[src/inc/at_glue_pkg.sv]
// shared constants and types for the memory timing and bus glue block
`default_nettype none
package at_glue_pkg;
  // one processor clock is two phases of ref_clk_i
  localparam int unsigned PHASES_PER_CLK   = 2;
  // row strobe length in processor clocks, then in phases
  localparam int unsigned RAS_ZW_CLKS      = 2;
  localparam int unsigned RAS_OW_CLKS      = 3;
  localparam int unsigned RAS_ZW_PH        = RAS_ZW_CLKS * PHASES_PER_CLK;
  localparam int unsigned RAS_OW_PH        = RAS_OW_CLKS * PHASES_PER_CLK;
  // column strobe delay after row strobe, in phases (one clock, one and a half clocks)
  localparam int unsigned CAS_ZW_PH        = PHASES_PER_CLK;
  localparam int unsigned CAS_OW_PH        = PHASES_PER_CLK + PHASES_PER_CLK / 2;
  localparam int unsigned PH_CNT_W         = 3;
  // peripheral interface decode window
  localparam int unsigned PADDR_W          = 10;
  localparam int unsigned PADDR_LSB        = 5;
  localparam logic [9:0]  PERIPH_LO        = 10'h060;
  localparam logic [9:0]  PERIPH_HI        = 10'h09F;
  localparam logic        RTC_EN_RST       = 1'b1;
  localparam logic        RAMW_RST         = 1'b1;

  // gray coded bus cycle phases: idle, status phase 1, status phase 2, command
  typedef enum logic [1:0] {
    CYC_IDLE = 2'b00,
    CYC_TS1  = 2'b01,
    CYC_TS2  = 2'b11,
    CYC_TC   = 2'b10
  } cyc_state_t;
endpackage : at_glue_pkg
`default_nettype wire

[src/design/at_glue.sv]
// memory strobe timing, refresh, decode and transceiver control of the system controller
`default_nettype none
module at_glue
  import at_glue_pkg::*;
(
  // clock and reset
  input  wire logic                   ref_clk_i,
  input  wire logic                   rst_n_i,
  // processor status and cycle end
  input  wire logic                   proc_status_zero_n_i,
  input  wire logic                   proc_status_one_n_i,
  input  wire logic                   mem_cycle_i,
  input  wire logic                   bus_cycle_end_i,
  input  wire logic                   byte_high_en_n_i,
  input  wire logic                   sys_addr0_i,
  // arbitration and dma
  input  wire logic                   hold_ack_i,
  input  wire logic                   bus_master_req_n_i,
  input  wire logic                   dma_addr_en_a_n_i,
  input  wire logic                   dma_addr_en_b_n_i,
  // memory selects and refresh
  input  wire logic                   wide_mem_sel_n_i,
  input  wire logic                   low_meg_sel_n_i,
  input  wire logic                   refresh_req_n_i,
  input  wire logic                   ram_write_wait_sel_i,
  input  wire logic                   mem_read_cmd_n_i,
  input  wire logic                   mem_write_cmd_n_i,
  // peripheral address
  input  wire logic [PADDR_W-1:PADDR_LSB] periph_addr_bus_i,
  // dram timing
  output logic                        ras_timing_o,
  output logic                        cas_timing_o,
  output logic                        early_ram_write_n_o,
  output logic                        refresh_counter_clock_n_o,
  // bus glue
  output logic                        rtc_strobe_enable_n_o,
  output logic                        second_phase_flag_o,
  output logic                        xbus_xcvr_dir_o,
  output logic                        byte_swap_xcvr_dir_o,
  output logic                        byte_swap_xcvr_gate_o,
  output logic                        low_byte_latch_ctl_o,
  output logic                        periph_iface_sel_n_o,
  output logic                        dma_addr_en_out_n_o,
  output logic                        periph_byte_high_en_n_o,
  output logic                        modulator_disable_o,
  // low megabyte expansion strobes
  output logic                        low_meg_mem_read_n_o,
  output logic                        low_meg_mem_write_n_o,
  output logic                        low_meg_strobe_oe_o
);
  import at_glue_pkg::*;

  // =====================================================================
  // helpers
  function automatic logic in_periph_win(input logic [PADDR_W-1:PADDR_LSB] a);
    logic [9:0] full;
    full = {a, PADDR_LSB'(0)};
    return (full >= PERIPH_LO) && (full <= PERIPH_HI);
  endfunction

  cyc_state_t state_r;
  cyc_state_t state_nxt;
  logic       cyc_write_r;
  logic       cyc_mem_r;
  logic       cyc_start;
  logic       cyc_end;
  logic       refresh_d_r;
  logic       refresh_start;
  logic       refresh_end;
  logic       dma_active;
  logic       narrow_swap;
  logic       timer_start;
  logic       timer_end;

  assign cyc_start     = !proc_status_zero_n_i || !proc_status_one_n_i;
  assign cyc_end       = (state_r == CYC_TC) && bus_cycle_end_i;
  assign refresh_start = refresh_d_r && !refresh_req_n_i;
  assign refresh_end   = !refresh_d_r && refresh_req_n_i;
  assign dma_active    = !dma_addr_en_a_n_i || !dma_addr_en_b_n_i;
  // odd byte on an 8-bit target needs the swap path; a 16-bit target never does
  assign narrow_swap   = wide_mem_sel_n_i && !byte_high_en_n_i && sys_addr0_i;

  // =====================================================================
  // bus cycle tracker
  always_comb
  begin
    state_nxt = state_r;
    case (state_r)
      CYC_IDLE: if (cyc_start) state_nxt = CYC_TS1;
      CYC_TS1:  state_nxt = CYC_TS2;
      CYC_TS2:  state_nxt = CYC_TC;
      CYC_TC:   if (bus_cycle_end_i) state_nxt = CYC_IDLE;
      default:  state_nxt = CYC_IDLE;
    endcase
  end

  always_ff @(posedge ref_clk_i)
  begin
    if (!rst_n_i)
      state_r <= CYC_IDLE;
    else
      state_r <= state_nxt;
  end

  // cycle type caught at the status phase; write is status-zero alone
  always_ff @(posedge ref_clk_i)
  begin
    if (!rst_n_i)
    begin
      cyc_write_r <= 1'b0;
      cyc_mem_r   <= 1'b0;
    end
    else if (state_r == CYC_IDLE && cyc_start)
    begin
      cyc_write_r <= !proc_status_zero_n_i && proc_status_one_n_i;
      cyc_mem_r   <= mem_cycle_i;
    end
  end

  always_ff @(posedge ref_clk_i)
  begin
    if (!rst_n_i)
      second_phase_flag_o <= 1'b0;
    else
      second_phase_flag_o <= (state_nxt == CYC_TS2);
  end

  // =====================================================================
  // dram strobes and refresh
  assign timer_start = (state_r == CYC_TS1 && cyc_mem_r) ||
                       (state_r == CYC_IDLE && refresh_start);
  assign timer_end   = cyc_end || refresh_end;

  dram_strobe_timer u_timer (
    .ref_clk_i   (ref_clk_i),
    .rst_n_i     (rst_n_i),
    .start_i     (timer_start),
    .one_wait_i  (cyc_write_r && ram_write_wait_sel_i && !refresh_start),
    .cycle_end_i (timer_end),
    .ras_o       (ras_timing_o),
    .cas_o       (cas_timing_o)
  );

  always_ff @(posedge ref_clk_i)
  begin
    if (!rst_n_i)
      early_ram_write_n_o <= RAMW_RST;
    else if (state_r == CYC_TS1 && cyc_mem_r && cyc_write_r)
      early_ram_write_n_o <= 1'b0;
    else if (cyc_end)
      early_ram_write_n_o <= 1'b1;
  end

  always_ff @(posedge ref_clk_i)
  begin
    if (!rst_n_i)
    begin
      refresh_d_r               <= 1'b1;
      refresh_counter_clock_n_o <= 1'b1;
    end
    else
    begin
      refresh_d_r               <= refresh_req_n_i;
      refresh_counter_clock_n_o <= refresh_req_n_i;
    end
  end

  // =====================================================================
  // real time clock strobe enable, sticky after the first status-zero
  always_ff @(posedge ref_clk_i)
  begin
    if (!rst_n_i)
      rtc_strobe_enable_n_o <= RTC_EN_RST;
    else if (!proc_status_zero_n_i)
      rtc_strobe_enable_n_o <= 1'b0;
  end

  // =====================================================================
  // transceivers and byte conversion
  always_ff @(posedge ref_clk_i)
  begin
    if (!rst_n_i)
    begin
      xbus_xcvr_dir_o       <= 1'b0;
      byte_swap_xcvr_dir_o  <= 1'b0;
      byte_swap_xcvr_gate_o <= 1'b0;
      low_byte_latch_ctl_o  <= 1'b0;
    end
    else
    begin
      // processor writes flow S to X; reads and foreign masters flow X to S
      xbus_xcvr_dir_o       <= !hold_ack_i && cyc_write_r && state_nxt != CYC_IDLE;
      byte_swap_xcvr_dir_o  <= cyc_write_r;
      byte_swap_xcvr_gate_o <= narrow_swap && state_nxt == CYC_TC;
      low_byte_latch_ctl_o  <= narrow_swap && cyc_write_r && state_nxt == CYC_TC;
    end
  end

  // =====================================================================
  // peripheral decode, dma and expansion strobes
  always_ff @(posedge ref_clk_i)
  begin
    if (!rst_n_i)
    begin
      periph_iface_sel_n_o    <= 1'b1;
      dma_addr_en_out_n_o     <= 1'b1;
      periph_byte_high_en_n_o <= 1'b1;
      modulator_disable_o     <= 1'b0;
    end
    else
    begin
      periph_iface_sel_n_o    <= !(in_periph_win(periph_addr_bus_i) &&
                                   (!hold_ack_i || !bus_master_req_n_i));
      dma_addr_en_out_n_o     <= !dma_active;
      // during dma the odd address alone marks the high byte
      periph_byte_high_en_n_o <= dma_active ? !sys_addr0_i : byte_high_en_n_i;
      modulator_disable_o     <= dma_active;
    end
  end

  always_ff @(posedge ref_clk_i)
  begin
    if (!rst_n_i)
    begin
      low_meg_mem_read_n_o  <= 1'b1;
      low_meg_mem_write_n_o <= 1'b1;
      low_meg_strobe_oe_o   <= 1'b0;
    end
    else
    begin
      low_meg_mem_read_n_o  <= mem_read_cmd_n_i;
      low_meg_mem_write_n_o <= mem_write_cmd_n_i;
      low_meg_strobe_oe_o   <= !low_meg_sel_n_i;
    end
  end

  // =====================================================================
  // checks
  rtc_first_s0_a : assert property (@(posedge ref_clk_i) disable iff (!rst_n_i)
    !proc_status_zero_n_i |=> !rtc_strobe_enable_n_o)
    else $error("rtc enable not low after status zero");
  rtc_sticky_a : assert property (@(posedge ref_clk_i) disable iff (!rst_n_i)
    !rtc_strobe_enable_n_o |=> !rtc_strobe_enable_n_o)
    else $error("rtc enable returned high");
  phase_two_a : assert property (@(posedge ref_clk_i) disable iff (!rst_n_i)
    state_r == CYC_IDLE && cyc_start |=> ##1 second_phase_flag_o ##1 !second_phase_flag_o)
    else $error("second phase flag misplaced");
  ras_rise_a : assert property (@(posedge ref_clk_i) disable iff (!rst_n_i)
    state_r == CYC_TS1 && cyc_mem_r |=> ras_timing_o && second_phase_flag_o)
    else $error("row strobe missing in second phase");
  cas_end_a : assert property (@(posedge ref_clk_i) disable iff (!rst_n_i)
    cyc_end |=> !cas_timing_o && early_ram_write_n_o)
    else $error("strobes not released at cycle end");
  early_ram_write_n_low_a : assert property (@(posedge ref_clk_i) disable iff (!rst_n_i)
    state_r == CYC_TS1 && cyc_mem_r && cyc_write_r |=> !early_ram_write_n_o)
    else $error("early write not asserted");
  periph_sel_a : assert property (@(posedge ref_clk_i) disable iff (!rst_n_i)
    !periph_iface_sel_n_o |-> $past(in_periph_win(periph_addr_bus_i))
      && ($past(!hold_ack_i) || $past(!bus_master_req_n_i)))
    else $error("peripheral select outside window or ownership");
  dma_out_a : assert property (@(posedge ref_clk_i) disable iff (!rst_n_i)
    dma_active |=> !dma_addr_en_out_n_o && modulator_disable_o)
    else $error("dma enable output not low");
  lmeg_oe_a : assert property (@(posedge ref_clk_i) disable iff (!rst_n_i)
    low_meg_strobe_oe_o |-> $past(!low_meg_sel_n_i))
    else $error("low megabyte drivers enabled without select");
  refresh_ras_a : assert property (@(posedge ref_clk_i) disable iff (!rst_n_i)
    state_r == CYC_IDLE && refresh_start |=> ras_timing_o && !refresh_counter_clock_n_o)
    else $error("refresh did not start");

  mem_write_c : cover property (@(posedge ref_clk_i) disable iff (!rst_n_i)
    !early_ram_write_n_o && cas_timing_o);
  refresh_c   : cover property (@(posedge ref_clk_i) disable iff (!rst_n_i)
    state_r == CYC_IDLE && refresh_start);
  periph_c    : cover property (@(posedge ref_clk_i) disable iff (!rst_n_i)
    !periph_iface_sel_n_o);
  swap_c      : cover property (@(posedge ref_clk_i) disable iff (!rst_n_i)
    low_byte_latch_ctl_o);
endmodule : at_glue
`default_nettype wire

[src/design/dram_strobe_timer.sv]
// row and column strobe timer for one on-board memory or refresh cycle
`default_nettype none
module dram_strobe_timer
  import at_glue_pkg::*;
(
  // clock and reset
  input  wire logic ref_clk_i,
  input  wire logic rst_n_i,
  // cycle control
  input  wire logic start_i,
  input  wire logic one_wait_i,
  input  wire logic cycle_end_i,
  // strobes
  output logic      ras_o,
  output logic      cas_o
);
  import at_glue_pkg::*;

  logic                ras_r;
  logic                cas_r;
  logic                wait_r;
  logic                armed_r;
  logic [PH_CNT_W-1:0] cnt_r;
  logic [PH_CNT_W-1:0] ras_last;
  logic [PH_CNT_W-1:0] cas_last;

  assign ras_last = wait_r ? PH_CNT_W'(RAS_OW_PH - 1) : PH_CNT_W'(RAS_ZW_PH - 1);
  assign cas_last = wait_r ? PH_CNT_W'(CAS_OW_PH - 1) : PH_CNT_W'(CAS_ZW_PH - 1);
  assign ras_o    = ras_r;
  assign cas_o    = cas_r;

  // =====================================================================
  // phase counter
  always_ff @(posedge ref_clk_i)
  begin
    if (!rst_n_i)
    begin
      cnt_r   <= '0;
      wait_r  <= 1'b0;
      armed_r <= 1'b0;
    end
    else if (start_i)
    begin
      cnt_r   <= '0;
      wait_r  <= one_wait_i;
      armed_r <= 1'b1;
    end
    else if (cycle_end_i)
      armed_r <= 1'b0;
    else if (armed_r && cnt_r != ras_last)
      cnt_r <= cnt_r + PH_CNT_W'(1);
  end

  // =====================================================================
  // row strobe
  always_ff @(posedge ref_clk_i)
  begin
    if (!rst_n_i)
      ras_r <= 1'b0;
    else if (start_i)
      ras_r <= 1'b1;
    else if (ras_r && cnt_r == ras_last)
      ras_r <= 1'b0;
  end

  // =====================================================================
  // column strobe; the cycle end wins so a short cycle never leaves it high
  always_ff @(posedge ref_clk_i)
  begin
    if (!rst_n_i)
      cas_r <= 1'b0;
    else if (cycle_end_i || start_i)
      cas_r <= 1'b0;
    else if (armed_r && cnt_r == cas_last)
      cas_r <= 1'b1;
  end

  // =====================================================================
  // checks
  ras_zero_len_a : assert property (@(posedge ref_clk_i) disable iff (!rst_n_i)
    $rose(ras_r) && !wait_r && !start_i |-> ras_r[*4] ##1 !ras_r)
    else $error("row strobe zero-wait length wrong");
  ras_one_len_a : assert property (@(posedge ref_clk_i) disable iff (!rst_n_i)
    $rose(ras_r) && wait_r && !start_i |-> ras_r[*6] ##1 !ras_r)
    else $error("row strobe one-wait length wrong");
  cas_zero_dly_a : assert property (@(posedge ref_clk_i) disable iff (!rst_n_i)
    $rose(ras_r) && !wait_r |-> (!cas_r && !cycle_end_i && !start_i) ##1
      (!cycle_end_i && !start_i) |=> cas_r)
    else $error("column strobe zero-wait delay wrong");
  cas_one_dly_a : assert property (@(posedge ref_clk_i) disable iff (!rst_n_i)
    $rose(cas_r) && wait_r |-> $past(ras_r, 3) && !$past(ras_r, 4))
    else $error("column strobe one-wait delay wrong");
endmodule : dram_strobe_timer
`default_nettype wire

[config.mk]
export PLATFORM = sky130hd
export DESIGN_NAME = at_glue
export DESIGN_NICKNAME = d
export VERILOG_FILES = /design/src/inc/at_glue_pkg.sv /design/src/design/at_glue.sv /design/src/design/dram_strobe_timer.sv
export SDC_FILE = /design/constraint.sdc
export NUM_CORES = 1
export LEC_CHECK = 0
export BUFFER_PORTS_ARGS = -buffer_cell sky130_fd_sc_hd__buf_2
export CORE_AREA = 5 5 53 55
export CTS_CLUSTER_SIZE = 20
export DETAILED_ROUTE_END_ITERATION = 8
export DIE_AREA = 0 0 58 60
export MAX_ROUTING_LAYER = met4
export PLACE_DENSITY = 0.7
export SLEW_MARGIN = 5
export SYNTH_ARGS = -nofsm -noshare
export SYNTH_HDL_FRONTEND = slang
export SYNTH_SLANG_ARGS = --single-unit
[constraint.sdc]
create_clock -name ref_clk_i -period 1.82 [get_ports ref_clk_i]
set_input_delay 0.182 -clock ref_clk_i [delete_from_list [all_inputs] [get_ports ref_clk_i]]
set_output_delay 0.182 -clock ref_clk_i [all_outputs]
set_load 0.02 [all_outputs]
* Word-level counts from Yosys, hierarchy flattened *
Index checks and enable logic that the tools add are counted.

cells by class
  reductions and logical operators = 50
  $add $sub $neg = 1
  equality and inequality tests = 8
  magnitude comparators = 2
  multiplexer cells = 12
  bitwise operators = 2

operator list
  kind                                                             count
  logical AND 1 bit                                                22
  logical NOT 1 bit                                                14
  >= comparator 10 x 7 -> 1 bit, second input constant             1
  less-or-equal comparator 10 x 8 -> 1 bit, second input constant  1
  equality test 2 bit, second input constant                       4
  case mux 2 bit (4 select lines)                                  1
  nonzero test 2 bit                                               4
  2-to-1 mux 1 bit                                                 7
  equality test 3 bit                                              2
  logical OR 1 bit                                                 6
  2-to-1 mux 2 bit                                                 3
  OR reduction 2 bit                                               2
  adder 3 x 1 -> 3 bit, second input constant                      1
  2-to-1 mux 3 bit                                                 1
  inequality test 3 bit                                            1
  equality test 2 x 1 -> 1 bit, second input constant              1
  logical NOT 2 bit                                                1
  inverter 1 bit                                                   2
  AND reduction 2 bit                                              1

word-level totals
  output and inout bits = 17
  bits in registers = 26
  bits of input ports = 23
  word-level logic and storage cells = 98

* Depth between registers and ports, before layout *
Gate-level depths: netlist of run 1.

  depth in word-level cells = 6
  gate-level depth with buffers = 5
  gate-level depth less buffers = 4

* Modules after synthesis *
A second synthesis of run 1 with hierarchy kept.

unflattened totals
  cells, all modules = 111
  area, all modules = 1071.0 sq um

by module, submodules not included
  module             cells an instance  times used  sequential area each (sq um)  area an instance (sq um)
  at_glue            72                 1           380.4                         700.7
  dram_strobe_timer  39                 1           140.1                         370.4

* Worst setup path before layout of run 1 *
Ideal clock, no wire load.

  path kind = register to register
  start = register refresh_d_r
  end = register u_timer.cnt_r[2]
  arrival = 1251 ps
  stages on the path, launching flop included = 5
  setup time = 70 ps
  path slack = 499 ps
  clock period less this slack = 1321 ps
  path buffers = 0
  data required time = 1750 ps
  cells stage by stage = dfxtp_1 nand2b_1 nand2_1 or4_1 a21oi_1

on the way
  longest elaborated chain between the ends = 5
  elaborated cells on any way between the ends = 9
  those cells by class = 1 x bitwise; 8 x reduce/logical

RTL lines
  item                           RTL line                 text
  from (decl)                    at_glue.sv:67            logic refresh_d_r;
  from (signal assigned)         at_glue.sv:163           refresh_d_r <= refresh_req_n_i;
  logical NOT 1 bit              at_glue.sv:78            assign refresh_end = !refresh_d_r && refresh_req_n_i;
  logical AND 1 bit              at_glue.sv:78
  logical OR 1 bit               at_glue.sv:132           assign timer_end = cyc_end || refresh_end;
  inverter 1 bit (no line)       --
  AND reduction 2 bit (no line)  --
  to (signal assigned)           dram_strobe_timer.sv:51  cnt_r <= cnt_r + PH_CNT_W'(1);
  to (decl)                      dram_strobe_timer.sv:23  logic [PH_CNT_W-1:0] cnt_r;

Parallel ways exist; a longest one is shown, timed or not.
A chain may end at the register's enable or synchronous reset.

* Final worst setup path of run 1 *
  start = register u_timer.cnt_r[1]
  end = register u_timer.cnt_r[2]

on the way
  longest elaborated chain between the ends = 3
  elaborated cells on any way between the ends = 4
  those cells by class = 1 x add/sub; 1 x eq/ne; 2 x reduce/logical

RTL lines
  item
  branches (longest 3 deep; another with adder 3 x 1 -> 3 bit)

Several ways; the timed one is not identified.

==> flow_summary.toml, run 1 <==
[status]
status = "completed"

[clocking]
clk_pin_slew_worst_paths_ns = 0.14
cts_resized = 0
cts.root.buffer_cell = "clkbuf_4"
cts_sinks = 26
htreeDepth = 1
cts_tree = "built"
clock_latency_ns = 0.32
cts_inserted_buffers = 3
clk_path_buf_depth = 2

[power]
p_sw_share_pct = 25.81
power_frac_clock_pct = 27.5
switching_power_mw = 0.2720
combPwrFrac_pct = 13.7
p_leak_nw = 0.5577
ir_worst_vdd_mv = 0.4219
seq_power_share_pct = 58.8
intPower_mw = 0.7821
cellPowerDensity_nw_per_um2 = 847.6

[drt]
antenna_left = 0
drt-initial-drc-count = 28
wl_um = 2261
num_vias = 889
first_pass_iters = 4
vias_per_cell = 5.023
drcViolationCount = 0
wl_per_cell_um = 12.77

[timing]
max_freq_mhz = 670.5
rsz0062_at_grt = "no"
postLayoutSetupSlackWorst_ns = 0.3286
setup_viol = 0
max_slew_margin_pct = 80.27
tightest_slew_ns = 0.2918
slew_viol_final = 0
fin_crit_ns = 1.491
finClkSkew_ns = 0.003281
period_share_pct = 81.95
finalSetupTns_ns = 0
hold_viol = 0
whs_ns = 0.02422

[placed_design]
port_buffers = 39
dp_hpwl_um = 1755
finalWeightedCongestion = 0.7923
place_ws_ns = 0.3653
dp_cells = 172

[floorplanning]
die_h_um = 60
coreArea_um2 = 2342
core.rowCount = 18
fp.dieArea_um2 = 3480
io_pins = 40
initial_core_util_pct = 41.77
die_x_um = 58

[yosys]
synth_seq_cells = 26
ys_async_sr_fraction_pct = 0
syn_nets = 130
ys_seq_area_share_pct = 53.20
yosys_warnings = 0
postSynthCellCount = 106
synth-edff-count = 0
synthFlopType = "dfxtp_1"
postSynthAreaPerCell_um2 = 9.231
netlist_area_um2 = 978.4
ys_types = 33

[grt]
grt_antenna_before_repair = 0
grt_max_degree = 15
grt_pass1_vias = 901
grt_util_all_layers_pct = 14.25
gr-total-overflow = 0
grt_pass1_wl_um = 3643

[setup_path]
critPathArrivalTime_ns = 1.74
cp-start-kind = "flop"
required_ns = 2.07
cp-end-kind = "flop"
crit_path_max_fanout = 6
r2r_slack_ns = 0.33
critPathKind = "reg -> reg"

[final_layout]
layout_commonest_cell = "buf_2"
reg_top3 = "u_timer.cnt_r (3), state_r (2)"
drive_gt1_share_pct = 31.97
final_cell_mix = "39 x buf_2, 26 x dfxtp_1, 11 x a21oi_1, 11 x nand2_1, 9 x nor2_1"
multi_input_area_um2 = 425.4
n_fill_cell = 221
layout.cells.non_filler = 177
synthToLayoutAreaGrowth_pct = 27.11
ff_latch_area_um2 = 520.5
fin_nets = 172
top_register = "u_timer.cnt_r"
largest_reg_flops = 3
diodes = 0

[min_path]
worst_hold_path_type = "in -> reg"

[run]
drv_cap = 0
## per-stage QoR
step / total power [mW] / utilization [%] / area, µm²
2_1_floorplan: 0.7144 / - / 978.4
3_3_place_gp: 0.7699 / 51.12 / 1197
3_5_place_dp: 0.7753 / 51.12 / 1197
4_1_cts: 1.060 / 53.10 / 1244
5_1_grt: 1.111 / 53.10 / 1244
6_report: 1.054 / 53.10 / 1244
## metal layers
metal	wire length (µm)	GRT usage [%]	vias to the layer above
met5	0	-	-
met4	53	9.272	0
met3	172	3.240	6
met2	1074	22.58	36
met1	960	16.14	397
li1	-	-	450
## layout make-up
class | count | area share [%]
Multi-Input combinational cell | 72 | 34.21
Tap cell | 30 | 3.018
Timing Repair Buffer | 40 | 16.50
Sequential cell | 26 | 41.85
Inverter | 5 | 1.509
Clock buffer | 4 | 2.918
## cell usage after synthesis (2+ instances only)
cell type	n	area, µm²
dfxtp_1	26	520.5
a21oi_1	11	55.05
nand2_1	11	41.29
nor2_1	9	33.78
nand2b_1	8	50.05
inv_1	4	15.01
a211oi_1	3	22.52
nand3_1	3	15.01
nand3b_1	3	22.52
o21ai_0	3	15.01
buf_2	2	10.01
nand4_1	2	12.51
## power groups by stage
stage / registers, mW / clock network (mW) / logic, mW
floorplan: 0.648 / 0 / 0.0669
global placement: 0.630 / 0 / 0.140
detailed placement: 0.631 / 0 / 0.144
CTS: 0.620 / 0.294 / 0.146
global route: 0.625 / 0.325 / 0.161
finish: 0.620 / 0.290 / 0.145
## cell families after synthesis
| family | share of synthesized area, % |
|---|---|
| AO/OA/AOI/OAI | 15.22 |
| flip-flops | 53.20 |
| adder cells (fa/ha/maj) | 1.279 |
| multiplexers | 1.023 |
| buffers and inverters | 3.324 |
| AND/OR/NAND/NOR | 25.96 |
## worst paths after layout
path                                            start               endpoint  cells past startpoint
worst max-delay path                 u_timer.cnt_r[1]       u_timer.cnt_r[2]                      4
worst min-delay path                       hold_ack_i        xbus_xcvr_dir_o                      2
worst max register to register       u_timer.cnt_r[1]       u_timer.cnt_r[2]                      4
worst min register to register  rtc_strobe_enable_n_o  rtc_strobe_enable_n_o                      2
## critical path, stage by stage (launching register included)
cell      delay, ns
dfxtp_1        0.44
nand4b_1       0.21
nand2_2        0.09
or4_1          0.51
a21oi_1        0.17
## repair_timing
action	in CTS	in global routing
hold endpoints to repair	1	0
buffers inserted	0	0
hold buffers	1	0
Note: power is estimated with default switching activity, not from simulation.
==> run 2, diff against run 1 <==
- clock period: 1.82 -> 1.55 ns (I/O delays scaled with it)
==> run 2 against run 1 <==
Against the previous run:
- die area unchanged
- setup slack worse by 0.22 ns
- total power up 17%
- largest cell class unchanged
- highest routed layer unchanged
==> flow_summary.toml, run 2 (synthesis gave the netlist of run 1 again) <==
[placed_design]
placedInstanceArea_um2 = 1205
dp_hpwl_um = 1773
finalWeightedCongestion = 0.8039
port_buffers = 39

[floorplanning]
initial_core_util_pct = 41.77
io_pins = 40
coreArea_um2 = 2342
die_h_um = 60
fp.dieArea_um2 = 3480
core.rowCount = 18
die_x_um = 58

[final_layout]
design_area_um2 = 1261
reg_top3 = "u_timer.cnt_r (3), state_r (2)"
fin_nets = 174
drive_gt1_share_pct = 32.21
largest_reg_flops = 3
synthToLayoutAreaGrowth_pct = 28.90
top_register = "u_timer.cnt_r"
layout_commonest_cell = "buf_2"
diodes = 0
final_cell_mix = "39 x buf_2, 26 x dfxtp_1, 11 x a21oi_1, 11 x nand2_1, 9 x nor2_1"

[timing]
fin_crit_ns = 1.445
tightest_slew_ns = 0.3430
finClkSkew_ns = 0.0009986
hold_viol = 0
slew_viol_final = 0
max_freq_mhz = 692.3
period_share_pct = 93.20
setup_viol = 0
rsz0062_at_grt = "no"
max_slew_margin_pct = 76.81
finalSetupTns_ns = 0

[clocking]
cts_tree = "built"
cts.root.buffer_cell = "clkbuf_4"
clk_path_buf_depth = 2
htreeDepth = 1
cts_inserted_buffers = 3
clk_pin_slew_worst_paths_ns = 0.13
cts_sinks = 26
clock_latency_ns = 0.32

[setup_path]
required_ns = 1.81
critPathKind = "reg -> reg"
cp-start-kind = "flop"
critPathArrivalTime_ns = 1.71
crit_path_max_fanout = 6
cp-end-kind = "flop"

[power]
power_mw = 1.236
cellPowerDensity_nw_per_um2 = 980.2
seq_power_share_pct = 58.9
ir_worst_vdd_mv = 0.5006
switching_power_mw = 0.3145
combPwrFrac_pct = 14.0
p_leak_nw = 0.5667
p_sw_share_pct = 25.44
power_frac_clock_pct = 27.1
intPower_mw = 0.9218

[grt]
gr-total-overflow = 0
grt_pass1_vias = 857
grt_antenna_before_repair = 0
grt_util_all_layers_pct = 14.13
grt_max_degree = 15
grt_pass1_wl_um = 3608

[drt]
wl_um = 2229
drcViolationCount = 0
num_vias = 915
antenna_left = 0
drt-initial-drc-count = 25
wl_per_cell_um = 12.45
first_pass_iters = 4
vias_per_cell = 5.112

[status]
status = "completed"

[min_path]
worst_hold_path_type = "in -> reg"

[run]
drv_cap = 0
run 2: routing by layer:
metal	part of all wire, %	track usage [%]	wire (µm)	up-vias
li1	-	-	-	460
met3	8.7	3.672	193	5
met2	45	21.77	1013	35
met4	2.1	8.609	46	0
met5	0	-	0	-
met1	44	16.47	976	415
run 2: through the flow:
stage | instances | hold WS, ns | worst slack (ns) | util (%)
floorplan | 106 | 0.2274 | 0.2294 | -
global placement | 173 | 0.3117 | 0.2236 | 51.44
detailed placement | 173 | 0.3149 | 0.1367 | 51.44
CTS | 179 | 0.009828 | 0.1147 | 53.85
global route | 179 | 0.01187 | 0.01913 | 53.85
finish | 179 | 0.01660 | 0.1055 | 53.85
run 2: critical path, stage by stage, from the launching register on:
cell and delay, ns:
dfxtp_1 0.45, nand4b_1 0.21, nand2_2 0.10, or4_1 0.50
a21oi_1 0.14
run 2: what timing repair did:
| item | 4_1_cts | 5_1_grt |
|---|---|---|
| endpoints found under the hold margin | 2 | 0 |
| gates resized for setup | 0 | 0 |
| hold buffers | 2 | 0 |
| setup buffers | 0 | 0 |
run 2: layout make-up:
| cell class | instances | area (µm²) |
|---|---|---|
| Sequential cell | 26 | 520.5 |
| Timing Repair Buffer | 42 | 222.7 |
| Fill cell | 225 | 1081 |
| Tap cell | 30 | 37.54 |
| Inverter | 5 | 18.77 |
| Clock buffer | 4 | 36.28 |
| Multi-Input combinational cell | 72 | 425.4 |
run 2: final timing paths:
check	from	to	slack, ns	cells past startpoint
setup / recovery	u_timer.cnt_r[1]	u_timer.cnt_r[2]	0.11	4
hold reg to reg	rtc_strobe_enable_n_o	rtc_strobe_enable_n_o	0.46	2
hold / removal	mem_read_cmd_n_i	low_meg_mem_read_n_o	0.02	2
setup reg to reg	u_timer.cnt_r[1]	u_timer.cnt_r[2]	0.11	4
run 2: power by group through the flow:
stage,logic [mW],registers [mW],clock network [mW]
2_1_floorplan,0.0785,0.760,0
3_3_place_gp,0.167,0.740,0
3_5_place_dp,0.171,0.742,0
4_1_cts,0.175,0.728,0.345
5_1_grt,0.192,0.735,0.367
6_report,0.173,0.729,0.335
